<file path="config.mk">
export PLATFORM = sky130hd
export DESIGN_NAME = clock_prescale_sleep_ctrl
export DESIGN_NICKNAME = d
export VERILOG_FILES = /design/src/rtl/csc_pkg.sv /design/src/rtl/clock_prescale_sleep_ctrl.sv
export VERILOG_INCLUDE_DIRS = /design/src /design/src/rtl
export SDC_FILE = /design/constraint.sdc
export NUM_CORES = 1
export LEC_CHECK = 0
export BUFFER_PORTS_ARGS = -buffer_cell sky130_fd_sc_hd__buf_2
export CELL_PAD_IN_SITES_DETAIL_PLACEMENT = 2
export CELL_PAD_IN_SITES_GLOBAL_PLACEMENT = 2
export CORE_AREA = 2 2 130 132
export DETAILED_ROUTE_END_ITERATION = 8
export DIE_AREA = 0 0 132 134
export HOLD_SLACK_MARGIN = 0.02
export PLACE_DENSITY = 0.8
export REMOVE_ABC_BUFFERS = 1
export SLEW_MARGIN = 20
export SYNTH_ARGS = -nofsm -noshare
export SYNTH_HDL_FRONTEND = slang
export SYNTH_SLANG_ARGS = --single-unit
</file>
<file path="constraint.sdc">
create_clock -name CLK -period 2.6 [get_ports CLK]
set_input_delay 0.52 -clock CLK [delete_from_list [all_inputs] [get_ports CLK]]
set_output_delay 0.52 -clock CLK [all_outputs]
set_load 0.01 [all_outputs]
</file>
<file path="src/rtl/csc_map.svh">
// register map, field positions and cycle counts of the clock prescaler and sleep controller
// Behaviour
// - a new division code is taken only while the change-enable flag is set
// - the change-enable flag is set only by a write with all other bits zero
// - the change-enable flag drops four cycles after setting, or when a code is written
// - setting the flag again inside its window neither restarts nor clears it
// - division is two to the power of the code, 1 to 256; codes 9 to 15 reserved
// - the divided clock drives the whole system, so peripherals slow down too
// - reset loads code 0000, or 0011 when the divide-by-eight fuse is programmed
// - any code may be written by the protected sequence whatever the fuse holds
// - sleep is entered only if sleep enable is one when the sleep instruction runs
// - interrupt wake stalls four cycles past start-up, then the handler runs
// - register file and static memory keep their contents across sleep and wake
// - a reset during sleep wakes the device and restarts from the reset vector
// - sleep mode select sits in bits 6 and 4 of the control register
// - code 00 is idle: only cpu and flash clocks stop
// - idle wakes on external and internal peripheral interrupts
// - codes 01 and 11 are power-down: oscillator and all generated clocks stop
// - power-down wakes only on resets, serial start, level int zero or pin change
// - leaving power-down waits the restart period chosen by the clock source fuses
// - code 10 with a crystal clock is standby: power-down with oscillator running
// - standby resumes six clock cycles after the wake condition
`ifndef CSC_MAP_SVH
`define CSC_MAP_SVH

// ----------------------------------------
// register offsets (byte addresses)
// ----------------------------------------
`define CSC_OFS_PRESCALE 8'h00
`define CSC_OFS_MCU_CTRL 8'h04
`define CSC_OFS_STATUS 8'h08

// ----------------------------------------
// field positions
// ----------------------------------------
`define CSC_PCE_BIT 7
`define CSC_SM1_BIT 6
`define CSC_SE_BIT 5
`define CSC_SM0_BIT 4
`define CSC_PCE_ONLY 8'h80

// ----------------------------------------
// reset values and largest code
// ----------------------------------------
`define CSC_CODE_RST_PLAIN 4'h0
`define CSC_CODE_RST_DIV8 4'h3
`define CSC_CODE_MAX 4'h8

// ----------------------------------------
// cycle counts
// ----------------------------------------
`define CSC_PCE_WINDOW_CYC 4
`define CSC_WAKE_HALT_CYC 4
`define CSC_STBY_RESTART_CYC 6
`define CSC_RC_RESTART_CYC 6

`endif

</file>
<file path="src/rtl/csc_pkg.sv">
// types of the clock prescaler and sleep controller
package csc_pkg;
	typedef enum logic [3:0] {
		ST_RUN = 4'h1,
		ST_SLEEP = 4'h2,
		ST_RESTART = 4'h4,
		ST_HALT = 4'h8
	} state_t;

	typedef enum logic [1:0] {
		SLP_IDLE = 2'h0,
		SLP_PD = 2'h1,
		SLP_STBY = 2'h2
	} slp_mode_t;

	typedef struct packed {
		logic aw_got;
		logic [7:0] awaddr;
		logic w_got;
		logic [7:0] wdata;
		logic wstrb0;
		logic bvalid;
		logic [1:0] bresp;
		logic rvalid;
		logic [31:0] rdata;
		logic [1:0] rresp;
		logic [3:0] code;
		logic pce;
		logic [1:0] pce_cnt;
		logic [1:0] sm;
		logic se;
		logic [3:0] isc;
		logic [7:0] div_cnt;
		logic tick;
		state_t state;
		slp_mode_t mode;
		logic [15:0] cnt;
		logic wake_irq;
		logic rst_vec;
		logic fuse_s1;
		logic fuse_s2;
		logic [3:0] src_s1;
		logic [3:0] src_s2;
	} regs_t;
endpackage : csc_pkg

</file>
<file path="src/rtl/clock_prescale_sleep_ctrl.sv">
// clock prescaler and sleep mode controller with an AXI4-Lite register slave
//
// Chosen here: the AXI4-Lite register port and the address map.
`timescale 1ns/1ns
`include "csc_map.svh"

module clock_prescale_sleep_ctrl import csc_pkg::*; #(
	parameter logic [15:0] XTAL_RESTART_CYC = 16'd1024
) (
	input wire logic CLK,
	input wire logic RST_N,
	input wire logic [7:0] AWADDR,
	input wire logic AWVALID,
	output logic AWREADY,
	input wire logic [31:0] WDATA,
	input wire logic [3:0] WSTRB,
	input wire logic WVALID,
	output logic WREADY,
	output logic [1:0] BRESP,
	output logic BVALID,
	input wire logic BREADY,
	input wire logic [7:0] ARADDR,
	input wire logic ARVALID,
	output logic ARREADY,
	output logic [31:0] RDATA,
	output logic [1:0] RRESP,
	output logic RVALID,
	input wire logic RREADY,
	input wire logic DIVIDE_BY_EIGHT_FUSE,
	input wire logic [3:0] CLOCK_SOURCE_FUSES,
	input wire logic SLEEP_INSTR,
	input wire logic IRQ_EXTERNAL,
	input wire logic IRQ_EXTERNAL_INTERRUPT_ZERO_LEVEL,
	input wire logic IRQ_PIN_CHANGE,
	input wire logic IRQ_USI_START,
	input wire logic IRQ_PERIPH,
	input wire logic RESET_WAKE,
	output logic SYS_TICK,
	output logic CPU_CLK_EN,
	output logic FLASH_CLK_EN,
	output logic IO_CLK_EN,
	output logic OSC_EN,
	output logic SLEEPING,
	output logic WAKE_IRQ,
	output logic RESET_VECTOR
);

	// ------------------------------------------------
	// state and decode
	// ------------------------------------------------
	regs_t q;
	regs_t d;
	logic wr_go;
	logic clock_prescale_ctrl_wr;
	logic mcu_wr;
	logic wr_mapped;
	logic rd_mapped;
	logic crystal;
	logic [3:0] code_eff;
	logic [8:0] div_span;
	logic [7:0] div_top;
	logic wake_ok;
	logic [15:0] restart;
	slp_mode_t sel_mode;
	logic [31:0] rd_val;

	// both write halves in hand and no answer pending
	assign wr_go = q.aw_got && q.w_got && !q.bvalid;
	assign wr_mapped = (q.awaddr == `CSC_OFS_PRESCALE) || (q.awaddr == `CSC_OFS_MCU_CTRL);
	assign clock_prescale_ctrl_wr = wr_go && q.wstrb0 && (q.awaddr == `CSC_OFS_PRESCALE);
	assign mcu_wr = wr_go && q.wstrb0 && (q.awaddr == `CSC_OFS_MCU_CTRL);
	assign rd_mapped = (ARADDR == `CSC_OFS_PRESCALE) || (ARADDR == `CSC_OFS_MCU_CTRL)
		|| (ARADDR == `CSC_OFS_STATUS);

	// crystal options sit in the upper half of the source fuse codes
	assign crystal = q.src_s2[3];

	// reserved codes fall back to the largest factor
	assign code_eff = (q.code > `CSC_CODE_MAX) ? `CSC_CODE_MAX : q.code;
	assign div_span = 9'h1 << code_eff;
	assign div_top = 8'(div_span - 9'h1);

	// mode picked when the sleep instruction runs
	always_comb begin
		if (q.sm == 2'h0) begin
			sel_mode = SLP_IDLE;
		end else if (q.sm == 2'h2 && crystal) begin
			sel_mode = SLP_STBY;
		end else begin
			sel_mode = SLP_PD;
		end
	end

	// wake sources differ between idle and the deep modes
	always_comb begin
		if (q.mode == SLP_IDLE) begin
			wake_ok = IRQ_EXTERNAL || IRQ_EXTERNAL_INTERRUPT_ZERO_LEVEL || IRQ_PIN_CHANGE
				|| IRQ_USI_START || IRQ_PERIPH;
		end else begin
			wake_ok = IRQ_EXTERNAL_INTERRUPT_ZERO_LEVEL || IRQ_PIN_CHANGE || IRQ_USI_START;
		end
	end

	// clock restart period after the oscillator or clocks were stopped
	always_comb begin
		case (q.mode)
			SLP_IDLE: restart = 16'h0;
			SLP_STBY: restart = 16'(`CSC_STBY_RESTART_CYC);
			default: restart = crystal ? XTAL_RESTART_CYC : 16'(`CSC_RC_RESTART_CYC);
		endcase
	end

	// read multiplexer, unused bits read as zero
	always_comb begin
		case (ARADDR)
			`CSC_OFS_PRESCALE: rd_val = {24'h0, q.pce, 3'h0, q.code};
			`CSC_OFS_MCU_CTRL: rd_val = {24'h0, 1'b0, q.sm[1], q.se, q.sm[0], q.isc};
			`CSC_OFS_STATUS: rd_val = {25'h0, q.mode, q.pce, q.state};
			default: rd_val = 32'h0;
		endcase
	end

	// ------------------------------------------------
	// next state
	// ------------------------------------------------
	always_comb begin
		d = q;
		d.wake_irq = 1'b0;
		d.rst_vec = 1'b0;
		d.fuse_s1 = DIVIDE_BY_EIGHT_FUSE;
		d.fuse_s2 = q.fuse_s1;
		d.src_s1 = CLOCK_SOURCE_FUSES;
		d.src_s2 = q.src_s1;

		// write channels are taken in either order
		if (AWVALID && !q.aw_got) begin
			d.aw_got = 1'b1;
			d.awaddr = AWADDR;
		end
		if (WVALID && !q.w_got) begin
			d.w_got = 1'b1;
			d.wdata = WDATA[7:0];
			d.wstrb0 = WSTRB[0];
		end
		if (q.bvalid && BREADY) begin
			d.bvalid = 1'b0;
		end
		if (wr_go) begin
			d.aw_got = 1'b0;
			d.w_got = 1'b0;
			d.bvalid = 1'b1;
			d.bresp = wr_mapped ? 2'h0 : 2'h2;
		end

		// read answers one cycle after the address
		if (q.rvalid && RREADY) begin
			d.rvalid = 1'b0;
		end
		if (ARVALID && !q.rvalid) begin
			d.rvalid = 1'b1;
			d.rdata = rd_val;
			d.rresp = rd_mapped ? 2'h0 : 2'h2;
		end

		// change-enable window runs down on its own
		if (q.pce) begin
			if (q.pce_cnt == 2'h0) begin
				d.pce = 1'b0;
			end else begin
				d.pce_cnt = q.pce_cnt - 2'h1;
			end
		end

		// protected prescaler write sequence
		if (clock_prescale_ctrl_wr) begin
			if (q.wdata == `CSC_PCE_ONLY) begin
				if (!q.pce) begin
					d.pce = 1'b1;
					d.pce_cnt = 2'(`CSC_PCE_WINDOW_CYC - 1);
				end
			end else if (!q.wdata[`CSC_PCE_BIT] && q.pce) begin
				d.code = q.wdata[3:0];
				d.pce = 1'b0;
				d.div_cnt = 8'h0;
			end
		end

		// sleep control bits
		if (mcu_wr) begin
			d.sm = {q.wdata[`CSC_SM1_BIT], q.wdata[`CSC_SM0_BIT]};
			d.se = q.wdata[`CSC_SE_BIT];
			d.isc = q.wdata[3:0];
		end

		// system clock divider, tick marks each divided period
		if (!(clock_prescale_ctrl_wr && q.pce && !q.wdata[`CSC_PCE_BIT])) begin
			d.div_cnt = (q.div_cnt >= div_top) ? 8'h0 : q.div_cnt + 8'h1;
		end
		d.tick = (q.div_cnt >= div_top);

		// sleep sequencer
		case (q.state)
			ST_RUN: begin
				if (SLEEP_INSTR && q.se) begin
					d.state = ST_SLEEP;
					d.mode = sel_mode;
				end
			end
			ST_SLEEP: begin
				if (RESET_WAKE) begin
					d.state = ST_RUN;
					d.rst_vec = 1'b1;
				end else if (wake_ok) begin
					if (restart == 16'h0) begin
						d.state = ST_HALT;
						d.cnt = 16'(`CSC_WAKE_HALT_CYC - 1);
					end else begin
						d.state = ST_RESTART;
						d.cnt = restart - 16'h1;
					end
				end
			end
			ST_RESTART: begin
				if (RESET_WAKE) begin
					d.state = ST_RUN;
					d.rst_vec = 1'b1;
				end else if (q.cnt == 16'h0) begin
					d.state = ST_HALT;
					d.cnt = 16'(`CSC_WAKE_HALT_CYC - 1);
				end else begin
					d.cnt = q.cnt - 16'h1;
				end
			end
			ST_HALT: begin
				if (RESET_WAKE) begin
					d.state = ST_RUN;
					d.rst_vec = 1'b1;
				end else if (q.cnt == 16'h0) begin
					d.state = ST_RUN;
					d.wake_irq = 1'b1;
				end else begin
					d.cnt = q.cnt - 16'h1;
				end
			end
			default: begin
				d.state = ST_RUN;
			end
		endcase
	end

	// ------------------------------------------------
	// registers
	// ------------------------------------------------
	// reset needs three edges so the fuse reaches the code through its synchroniser
	always_ff @(posedge CLK) begin
		if (!RST_N) begin
			q <= '0;
			q.state <= ST_RUN;
			q.mode <= SLP_IDLE;
			q.fuse_s1 <= DIVIDE_BY_EIGHT_FUSE;
			q.fuse_s2 <= q.fuse_s1;
			q.src_s1 <= CLOCK_SOURCE_FUSES;
			q.src_s2 <= q.src_s1;
			q.code <= q.fuse_s2 ? `CSC_CODE_RST_DIV8 : `CSC_CODE_RST_PLAIN;
		end else begin
			q <= d;
		end
	end

	// ------------------------------------------------
	// outputs
	// ------------------------------------------------
	assign AWREADY = !q.aw_got;
	assign WREADY = !q.w_got;
	assign BVALID = q.bvalid;
	assign BRESP = q.bresp;
	assign ARREADY = !q.rvalid;
	assign RVALID = q.rvalid;
	assign RDATA = q.rdata;
	assign RRESP = q.rresp;
	assign SYS_TICK = q.tick;

	// gating follows the sequencer; memories are never cleared, only unclocked
	assign CPU_CLK_EN = q.tick && (q.state == ST_RUN);
	assign FLASH_CLK_EN = q.tick && (q.state == ST_RUN);
	assign IO_CLK_EN = q.tick && ((q.state == ST_RUN) || (q.state == ST_HALT)
		|| (q.state == ST_SLEEP && q.mode == SLP_IDLE));
	assign OSC_EN = !(q.state == ST_SLEEP && q.mode == SLP_PD);
	assign SLEEPING = (q.state != ST_RUN);
	assign WAKE_IRQ = q.wake_irq;
	assign RESET_VECTOR = q.rst_vec;
endmodule : clock_prescale_sleep_ctrl

</file>
* Word-level counts from Yosys, hierarchy flattened
Index checks and enable logic that the tools add are counted.
** Storage, ports and cells
- Bits in registers :: 114
- Word-level logic and storage cells :: 171
- Output and inout bits :: 49
** Cells by class
- Reductions and logical operators :: 55
- $add $sub $neg :: 5
- Bitwise operators :: 2
- $lt $le $gt $ge :: 2
- Eq/ne operators :: 27
- Multiplexer cells :: 52
- Shift-type cells :: 1
** Operators by type and width (count)
- 16-bit 2-to-1 mux :: 6
- 57-bit 2-to-1 mux :: 1
- 16-bit one-hot mux with 3 select lines :: 1
- 8-bit 2-to-1 mux :: 5
- 4-bit 2-to-1 mux :: 9
- 35-bit 2-to-1 mux :: 1
- 16-bit logical NOT :: 2
- 16-bit by 1-bit subtractor with 16-bit output, second input constant :: 2
- 8-bit one-hot mux with 3 select lines :: 1
- 11-bit one-hot mux with 2 select lines :: 1
- 2-bit != test, second input constant :: 10
- 1-bit logical AND :: 19
- 17-bit 2-to-1 mux :: 1
- 8-bit by 3-bit == test with 1-bit output, second input constant :: 2
- 8-bit logical NOT :: 2
- 2-bit 2-to-1 mux :: 8
- 4-bit one-hot mux with 4 select lines :: 1
- 7-bit 2-to-1 mux :: 2
- 1-bit logical OR :: 11
- 11-bit 2-to-1 mux :: 1
- 1-bit 2-to-1 mux :: 9
- 3-bit 2-to-1 mux :: 3
- 3-bit != test, second input constant :: 3
- 8-bit by 1-bit adder with 8-bit output, second input constant :: 1
- other kinds (28) :: 42

* Logic depth before layout (Yosys ltp)
Gate-level depths: netlist of the first run.
- Depth after elaboration :: 9
- Depth in mapped cells :: 12
- Gate-level depth less buffers :: 11

* Worst setup path before layout of the first run
OpenSTA, ideal clock, no wires.
- Path type :: register to register
- Start point :: reg q[56] (netlist bit)
- End point :: reg q (netlist bit SYS_TICK)
- Cell stages (with the launch flop) :: 11
- Path slack :: -0.134 ns
- Arrival time :: 2.619 ns
- Setup time :: 0.115 ns
- Buffers on the path :: 1
- Data required time :: 2.485 ns
- Path through :: edfxtp_1 -> clkbuf_1 -> or4_1 -> ha_1 -> a21o_1 -> a32oi_1 -> ha_1 -> a21o_1 -> a21oi_1 -> o211ai_1 -> and2_1
** Between the ends
- Cells in the longest elaborated chain, start to end :: 5
** RTL lines
- from (decl) :: line clock_prescale_sleep_ctrl.sv:51 : regs_t q;
- 4-bit greater-than comparator (no line)
- 4-bit 2-to-1 mux * :: line clock_prescale_sleep_ctrl.sv:79 : assign code_eff = (q.code > `CSC_CODE_MAX) ? `CSC_CODE_MAX : q.code;
- 1-bit by 4-bit << shifter with 8-bit output * :: line clock_prescale_sleep_ctrl.sv:80 : assign div_span = 9'h1 << code_eff;
- 8-bit by 1-bit subtractor with 8-bit output * :: line clock_prescale_sleep_ctrl.sv:81 : assign div_top = 8'(div_span - 9'h1);
- 8-bit >= comparator * :: line clock_prescale_sleep_ctrl.sv:199 : d.tick = (q.div_cnt >= div_top);
Mark *: on every way between the ends. The rest lies on a longest branch, timed or not.
A chain may end at the register's enable or synchronous reset.

* Worst setup path after layout of the first run
- Start point :: reg q[55] (netlist bit)
- End point :: reg q (netlist bit SYS_TICK)
Same word-level chain as after synthesis.

==> results.toml, run 1 <==
[place]
gp_congestion = 0.781
place_ws_ns = -0.211
dp_cells = 782
dp_hpwl_um = 9750
portBuffers = 63

[routing]
vias_per_cell = 4.90
antenna_left = 0
wire_per_inst_um = 16.5
drc = 0
drt_iter0_drc = 146
wl_um = 13200
drt_first_pass_iters = 4
vias = 3918

[critical_path]
cp_common_cell = "a21o_1"
cp_slowest_cell = "or4_4"
start_kind = "register"
slowest_delay_ns = 0.59
cp_max_fo = 3
startpoint = "q[55]"
critPathKind = "reg -> reg"
crit_buf_inv = 1
end_kind = "register"
cp.required_ns = 2.84
r2r_start = "q[55]"
arrival_ns = 3.00
crit_family = "compound AO/OA/AOI/OAI gates"
crit_chain = "or4_4, ha_4, a21o_1, a32oi_2, ha_1, a21o_1, a21oi_2, o211ai_1, buf_4, and2_4"

[cells_and_area]
diodes = 0
fin_cells = 800
drive_gt1_share_pct = 21.7
fin_nets = 658
syn2layout_area_growth_pct = 18.7
nFillCells = 1895

[logic_synthesis]
yosys_warnings = 0
synthFlopType = "dfxtp_1"
ys_seq_elements = 82
synth_area_sq_um = 4450
avgSynthCellArea_sq_um = 8.65
async_flop_share_pct = 0
yosysUniqueCellTypes = 61
netlist_instances = 514
ys_seq_area_share_pct = 37.8
synth_edf_count = 4

[sta]
fin_worst_hold_slack_ns = 0.277
fin_crit_sh_pct = 106
setup_violations = 9
finClkSkew_ns = 0.0106
max_freq_mhz = 363
period_needed_ns = 2.76
tightest_slew_ns = 0.686
drv_slew = 0
slew_headroom_pct = 54.2
rsz0062_at_grt = "yes"
fin_ws_ns = -0.156
final-hold-violation-count = 0
setup_tns_ns = -1.04

[pwr]
power_uw = 2840
ir_drop_v = 0.000300
internal-power_uw = 2140
power.leakage_uw = 0.00224
p_seq_share_pct = 46.8
p_per_area_nw_per_um2 = 538
combPwrFrac_pct = 8.6
power_frac_clock_pct = 44.6
power_switching_uw = 698
p_sw_share_pct = 24.6

[min_path]
hold_start = "CLOCK_SOURCE_FUSES[3]"
min_path_type = "in -> reg"

[cts]
cts_tree = "done"
cts.root.buffer_cell = "clkbuf_16"
cts_buffer_depth = 2
cts-buffers-inserted = 9
clk_latency_ns = 0.35
clk_pin_slew_ns = 0.06
h-tree-depth = 3
holdBufCountCts = 0
cts_sinks = 82

[die]
start_util_pct = 27.3
dieHeight_um = 134
io_pins = 120
dieArea_sq_um = 17700
coreArea_sq_um = 16300
fp-row-count = 47
die_w_um = 132

[run]
drv_cap = 0

[grt]
grtUsageTotal_pct = 15.2
grt_pass1_vias = 4295
grt_max_degree = 38
antenna_found_initial = 0
grt_pass1_wl_um = 21700
grt-ovfl-total = 0

[run_status]
failed_checks = "setup timing"
status = "finished with violations"
## power by group through the flow
stage | clock network, uW | logic [uW] | registers (uW)
finish | 1270 | 244 | 1330
global placement | 0 | 213 | 1350
CTS | 1290 | 241 | 1330
global route | 1350 | 275 | 1330
floorplan | 0 | 122 | 1350
detailed placement | 0 | 227 | 1360
## through the flow
| stage | utilization [%] | cell area, sq um |
|---|---|---|
| 2_1_floorplan | - | 4130 |
| 3_3_place_gp | 29.9 | 4870 |
| 3_5_place_dp | 29.9 | 4870 |
| 4_1_cts | 32.1 | 5240 |
| 5_1_grt | 32.4 | 5280 |
| 6_report | 32.4 | 5280 |
## area by class of cell
cell class              instances  area [sq um]  area share (%)
multi-input cells             380          2490            47.2
repair buffers                 85           484            9.18
flip-flops and latches         82          1680            31.9
clock inverters                 3          42.5           0.806
clock buffers                  12           236            4.48
inverters                      18          67.6            1.28
well taps                     220           275            5.22
## timing repair
item | 4_1_cts | 5_1_grt
endpoints found under the setup margin | 9 | 9
buffers inserted | 3 | 0
resized for setup | 13 | 8
pin swaps | 7 | 10
hold endpoints to repair | 0 | 0
## worst paths after layout
check,cells past startpoint,slack [ns],end
setup / recovery,10,-0.16,SYS_TICK
hold reg to reg,0,0.32,crystal
hold / removal,1,0.28,d[3]
setup reg to reg,10,-0.16,SYS_TICK
## synthesized netlist by cell type (13+ instances only)
cell      count  area share (%)
dfxtp_1      78              35
nand2_1      43             3.6
nor3_1       21             2.4
a21oi_1      20             2.3
nor2b_1      35             4.9
nor2_1       36             3.0
inv_1        18             1.5
nand3_1      14             1.6
mux2i_1      18             4.1
o21ai_0      31             3.5
buf_4        40             6.8
clkbuf_1     13             1.1
## state kept, by name (all words and copies together), names as in the netlist
signal and count:
q 64, WAKE_IRQ 1, RRESP 1, RVALID 1
RESET_VECTOR 1, d 2, crystal 1, SYS_TICK 1
BVALID 1, BRESP 1, RDATA 8
## logic make-up after synthesis
| group | count (synthesis) | synth area share [%] |
|---|---|---|
| AND/OR/NAND/NOR | 207 | 26.1 |
| AO/OA/AOI/OAI | 109 | 16.3 |
| flip-flops | 82 | 37.8 |
| buffers and inverters | 77 | 10.7 |
| multiplexers | 19 | 4.30 |
| adder cells (fa/ha/maj) | 11 | 3.10 |
| XOR/XNOR | 8 | 1.58 |
| other | 1 | 0.0843 |
## per-layer routing
layer	vias to the layer above	track usage (%)	part of all wire [%]
li1	1878	-	-
met1	1936	17.6	43
met2	86	27.5	51
met3	18	3.06	3.8
met4	0	5.80	2.1
met5	-	0	0
## cells in the final DEF, fill, tap and decap left out, drive strengths merged, types with 14 or more instances in the layout
master	count
inv	18
dfxtp	78
nor2b	35
nor2	37
a21oi	20
nand3	14
buf	85
mux2i	18
nand2	43
nor3	21
conb	26
o21ai	31
a21boi	14
Note: power is estimated with default switching activity, not from simulation.
==> run 2, diff against run 1 <==
Clock period 2.6 ns to 2.35 ns, I/O delays scaled along.
==> results.toml, run 2 (synthesis gave the netlist of run 1 again) <==
[cells_and_area]
final_cell_mix = "77 x dfxtp_1, 63 x buf_2, 43 x nand2_1"
fin_cells = 819
largest_reg_flops = 64
multi_input_area_sq_um = 2470
syn2layout_area_growth_pct = 21.6
regMostFlops = "q"
utilization_pct = 33.2
fin_nets = 676
diodes = 0
seq_area_sq_um = 1680
layout_commonest_cell = "dfxtp_1"
drive_gt1_share_pct = 24.4
nFillCells = 1891

[routing]
vias_per_cell = 4.83
vias = 3952
top_layer_used = "met4"
dr_wl_met3_um = 490
drc = 0
wl_um = 13600
wire_per_inst_um = 16.5
antenna_left = 0
drt_first_pass_iters = 6
m1WireLength_um = 5980
wl_met2_um = 6770
drt_iter0_drc = 124

[cts]
clk_pin_slew_ns = 0.06
cts_buffer_depth = 2
h-tree-depth = 3
clk_latency_ns = 0.35
cts_tree = "done"
cts-buffers-inserted = 9
cts_sinks = 82
cts.root.buffer_cell = "clkbuf_16"

[run_status]
failed_checks = "setup timing"
status = "finished with violations"

[critical_path]
crit_family = "compound AO/OA/AOI/OAI gates"
crit_buf_inv = 1
cp_common_cell = "a21o_1"
crit_chain = "or4_4, ha_4, a21o_1, a32oi_2, ha_1, a21o_1, a21oi_2, o211ai_1, buf_4, nor3_2"
slowest_delay_ns = 0.57
cp_slowest_cell = "or4_4"
start_kind = "register"
end_kind = "register"
cp_max_fo = 8
arrival_ns = 2.89
cp.required_ns = 2.62
critPathKind = "reg -> reg"

[place]
portBuffers = 63
dp_hpwl_um = 10100
dp_cells = 800
gp_congestion = 0.803

[sta]
slew_headroom_pct = 60.6
fin_worst_hold_slack_ns = 0.222
max_freq_mhz = 381
fin_ws_ns = -0.277
tightest_slew_ns = 0.587
setup_violations = 9
rsz0062_at_grt = "yes"
drv_slew = 0
period_needed_ns = 2.63
finClkSkew_ns = 0.00513
final-hold-violation-count = 0
fin_crit_sh_pct = 112

[grt]
antenna_found_initial = 0
grt_max_degree = 24
grt_pass1_wl_um = 22500
grtUsageTotal_pct = 15.8
grt_pass1_vias = 4401
grt-ovfl-total = 0

[die]
io_pins = 120
coreArea_sq_um = 16300
die_w_um = 132
start_util_pct = 27.3
dieArea_sq_um = 17700
dieHeight_um = 134
fp-row-count = 47

[run]
drv_cap = 0

[pwr]
p_per_area_nw_per_um2 = 581
power.leakage_uw = 0.00234
ir_drop_v = 0.000360

[min_path]
min_path_type = "in -> reg"
run 2: changes by cell type in the layout (fill, tap and decap cells not counted), sizes merged:
cell      change
buf          +18
bufinv        -1
clkbuf        +3
clkinvlp      -1
run 2: what timing repair did:
item	4_1_cts	5_1_grt
setup endpoints to repair	9	15
gates resized for setup	14	5
hold buffers	0	0
setup buffers	2	1
pin swaps	13	2
gates cloned	0	0
run 2: worst paths after layout:
path / startpoint / endpoint / slack, ns / cells after the start
max: q[56] / q[35] / -0.28 / 10
min: CLOCK_SOURCE_FUSES[3] / d[3] / 0.22 / 1
max reg2reg: q[56] / q[35] / -0.28 / 10
min reg2reg: d[3] / crystal / 0.34 / 0
run 2: per-stage QoR:
| stage | total power (uW) | area (sq um) | setup slack (ns) | setup TNS [ns] |
|---|---|---|---|---|
| floorplan | 1630 | 4130 | -0.345 | -2.70 |
| global placement | 1740 | 5000 | -0.269 | -2.21 |
| detailed placement | 1760 | 5000 | -0.434 | -3.47 |
| CTS | 3180 | 5380 | -0.302 | -2.52 |
| global route | 3300 | 5410 | -0.392 | -3.42 |
| finish | 3140 | 5410 | -0.277 | -2.36 |
run 2: worst register-to-register path, cell delays in order, from the launching register on:
cell      delay (ns)
edfxtp_1        0.39
or4_4           0.57
ha_4            0.19
a21o_1          0.18
a32oi_2         0.17
ha_1            0.28
a21o_1          0.19
a21oi_2         0.13
o211ai_1        0.13
buf_4           0.20
nor3_2          0.12
run 2: cell type report:
type | instances | share of cell area [%]
clock buffer | 15 | 5.34
tap | 220 | 5.09
inverter | 18 | 1.25
multi-input combinational | 380 | 45.7
sequential | 82 | 31.1
timing repair buffer | 103 | 11.4
clock inverter | 1 | 0.0925
run 2: report_power, final:
part	switching, uW	internal (uW)	total (uW)
combinational	154	118	271
sequential	32.6	1440	1470
clock	560	838	1400
total	746	2390	3140
run 2: metal layers:
layer / vias up / GRT usage, %
li1: 1918 / -
met1: 1924 / 18.8
met2: 89 / 28.2
met3: 21 / 2.61
met4: 0 / 6.52
met5: - / 0
==> run 3, diff against run 2 <==
Settings changed: ABC_AREA from default to 1, CORE_AREA 2 2 130 132 to 2 2 138 140, DIE_AREA 0 0 132 134 to 0 0 140 142, PLACE_DENSITY 0.8 to 0.79.
==> results.toml, run 3 <==
[logic_synthesis]
netlist_instances = 669
synth_edf_count = 4
synthSimpleGateAreaFrac_pct = 31.1
synth_area_sq_um = 4520
synth_compound_area_share_pct = 11.4
avgSynthCellArea_sq_um = 6.76
ys_top_cells_by_area = "dfxtp_1 35%, nand2_1 10%, nor2_1 10%"
synthAdderAreaFrac_pct = 3.04
ys_seq_area_share_pct = 37.2
yosys_warnings = 0
synth_common_cells = "125 x nand2_1, 120 x nor2_1, 78 x dfxtp_1"
synth_top_area_share_pct = 34.5
synth_top_family_by_area = "simple AND/OR/NAND/NOR gates"
yosysUniqueCellTypes = 38
yosysMostFrequentCell = "nand2_1"
async_flop_share_pct = 0
synthFlopType = "dfxtp_1"
synth_mux_area_share_pct = 0
ys_seq_elements = 82
synth_xor_area_share_pct = 2.90
synth.largest_area_cell = "dfxtp_1"

[pwr]
power.leakage_uw = 0.00256
p_per_area_nw_per_um2 = 817
ir_drop_v = 0.000335

[grt]
top_usage_layer = "met2"
grt_pass1_vias = 4727
grt-ovfl-total = 0
use_met3_pct = 2.79
grt_util_met2_pct = 27.3
grtUsageTotal_pct = 14.5
antenna_found_initial = 0
grt.met1_usage_pct = 16.8
grt_max_degree = 52
grt_pass1_wl_um = 23100

[cts]
cts_sinks = 82
cts.root.buffer_cell = "clkbuf_16"
cts_tree = "done"
cts-buffers-inserted = 9
clk_pin_slew_ns = 0.07
h-tree-depth = 3
cts_buffer_depth = 2
clk_latency_ns = 0.34

[routing]
antenna_left = 0
wl_um = 13800
drc = 6
drt_first_pass_iters = 6
drt_iter0_drc = 132
vias = 4405
vias_per_cell = 4.53
wire_per_inst_um = 14.2

[place]
dp_hpwl_um = 10400
gp_congestion = 0.788
dp_cells = 950
placed_area_sq_um = 4970
portBuffers = 63

[critical_path]
r2r-end = "q[41]"
cp_max_fo = 8
cp_slowest_cell = "edfxtp_1"
cp_common_cell = "nand2_2"
crit_chain = "nor2_4, nand2_2, ha_4, nand2_2, o21ai_1, o21ai_1, ha_1, nand2_2, o21a_1, nand2_2, a21oi_4, buf_6, nand3_1, nor2_1"
end_kind = "register"
reg2reg_slack_ns = 0.1
arrival_ns = 2.53
cp.required_ns = 2.63
r2r.worst_path.cells = 14
start_kind = "register"
critPathKind = "reg -> reg"
r2r_start = "q[54]"
slowest_delay_ns = 0.47

[cells_and_area]
finish.instance_area_sq_um = 5430
layout_commonest_cell = "nand2_1"
largest_reg_flops = 64
syn2layout_area_growth_pct = 19.9
nFillCells = 2210
final_cell_mix = "120 x nand2_1, 116 x nor2_1, 78 x dfxtp_1"
fin_nets = 817
diodes = 0
fin_cells = 973
regMostFlops = "q"
drive_gt1_share_pct = 18.1

[sta]
fin_crit_sh_pct = 95.8
slew_headroom_pct = 54.0
drv_slew = 0
tightest_slew_ns = 0.686
finClkSkew_ns = 0.00895
period_needed_ns = 2.25
fin_worst_hold_slack_ns = 0.229
rsz0062_at_grt = "yes"
final-hold-violation-count = 0
max_freq_mhz = 444
setup_violations = 0

[min_path]
hold_end = "d[3]"
holdPathStages = 1
min_path_type = "in -> reg"
hold_start = "CLOCK_SOURCE_FUSES[3]"

[die]
start_util_pct = 24.5
io_pins = 120
dieArea_sq_um = 19900
coreArea_sq_um = 18500
fp-row-count = 50
die_w_um = 140
dieHeight_um = 142

[run]
drv_cap = 0

[run_status]
status = "finished with violations"
failed_checks = "DRC"
[run 3: metrics by stage]
step / setup slack [ns] / utilization, % / power, uW / setup TNS (ns)
floorplan: 0.133 / - / 2570 / 0
global placement: 0.0512 / 26.9 / 2930 / 0
finish: 0.0983 / 29.4 / 4430 / 0
detailed placement: -0.0674 / 26.9 / 3000 / -0.471
CTS: 0.0224 / 28.7 / 4500 / 0
global route: -0.0856 / 29.4 / 4790 / -0.596
[run 3: how the worst max path moves through the flow]
stage,start,to,slack [ns],cells past startpoint
4_1_cts,q[54],q[41],0.02,15
2_1_floorplan,q[56],SYS_TICK,0.13,13
6_report,q[54],q[41],0.1,14
3_5_place_dp,q[56],q[37],-0.07,14
3_3_place_gp,q[56],q[41],0.05,14
5_1_grt,q[55],q[40],-0.09,17
[run 3: timing repair]
| item | CTS | global route |
|---|---|---|
| setup buffers | 3 | 5 |
| pin swaps | 1 | 13 |
| gates resized for setup | 3 | 29 |
| endpoints found under the hold margin | 0 | 0 |
| setup endpoints to repair | 8 | 9 |
| hold buffers | 0 | 0 |
[run 3: logic make-up after synthesis]
logic type	count (synthesis)
buffers and inverters	132
AOI/OAI and AO/OA	97
and+or+nand+nor	331
adders and majority gates	11
DFF	82
other	1
xor gates and xnor gates	15
[run 3: area by class of cell]
cell class | instances | area (sq um) | share of cell area, %
Sequential cell | 82 | 1680 | 31.0
Tap cell | 234 | 293 | 5.40
Clock inverter | 4 | 53.8 | 0.992
Timing Repair Buffer | 82 | 469 | 8.65
Clock buffer | 11 | 243 | 4.47
Multi-Input combinational cell | 480 | 2380 | 43.9
Inverter | 80 | 302 | 5.56
[run 3: worst max-delay path, delay by kind of cell, from the launching register on]
family,cells,cell delay (ns)
AOI/OAI and AO/OA,4,0.44
and+or+nand+nor,7,0.66
buffers and inverters,1,0.15
DFF,1,0.47
adders and majority gates,2,0.46
[run 3: power by group]
group	total (uW)	internal (uW)	switching, uW	leakage [uW]
Sequential	1620	1510	113	0.000678
Combinational	1370	477	893	0.00175
Clock	1440	849	591	0.000138
Total	4430	2830	1600	0.00256
[run 3: layer usage]
metal / routed length [um] / part of all wire (%) / vias to the layer above
met5: 0 / 0 / -
met4: 147 / 1.1 / 0
met3: 405 / 2.9 / 8
met2: 7050 / 51 / 75
met1: 6220 / 45 / 2113
li1: - / - / 2209
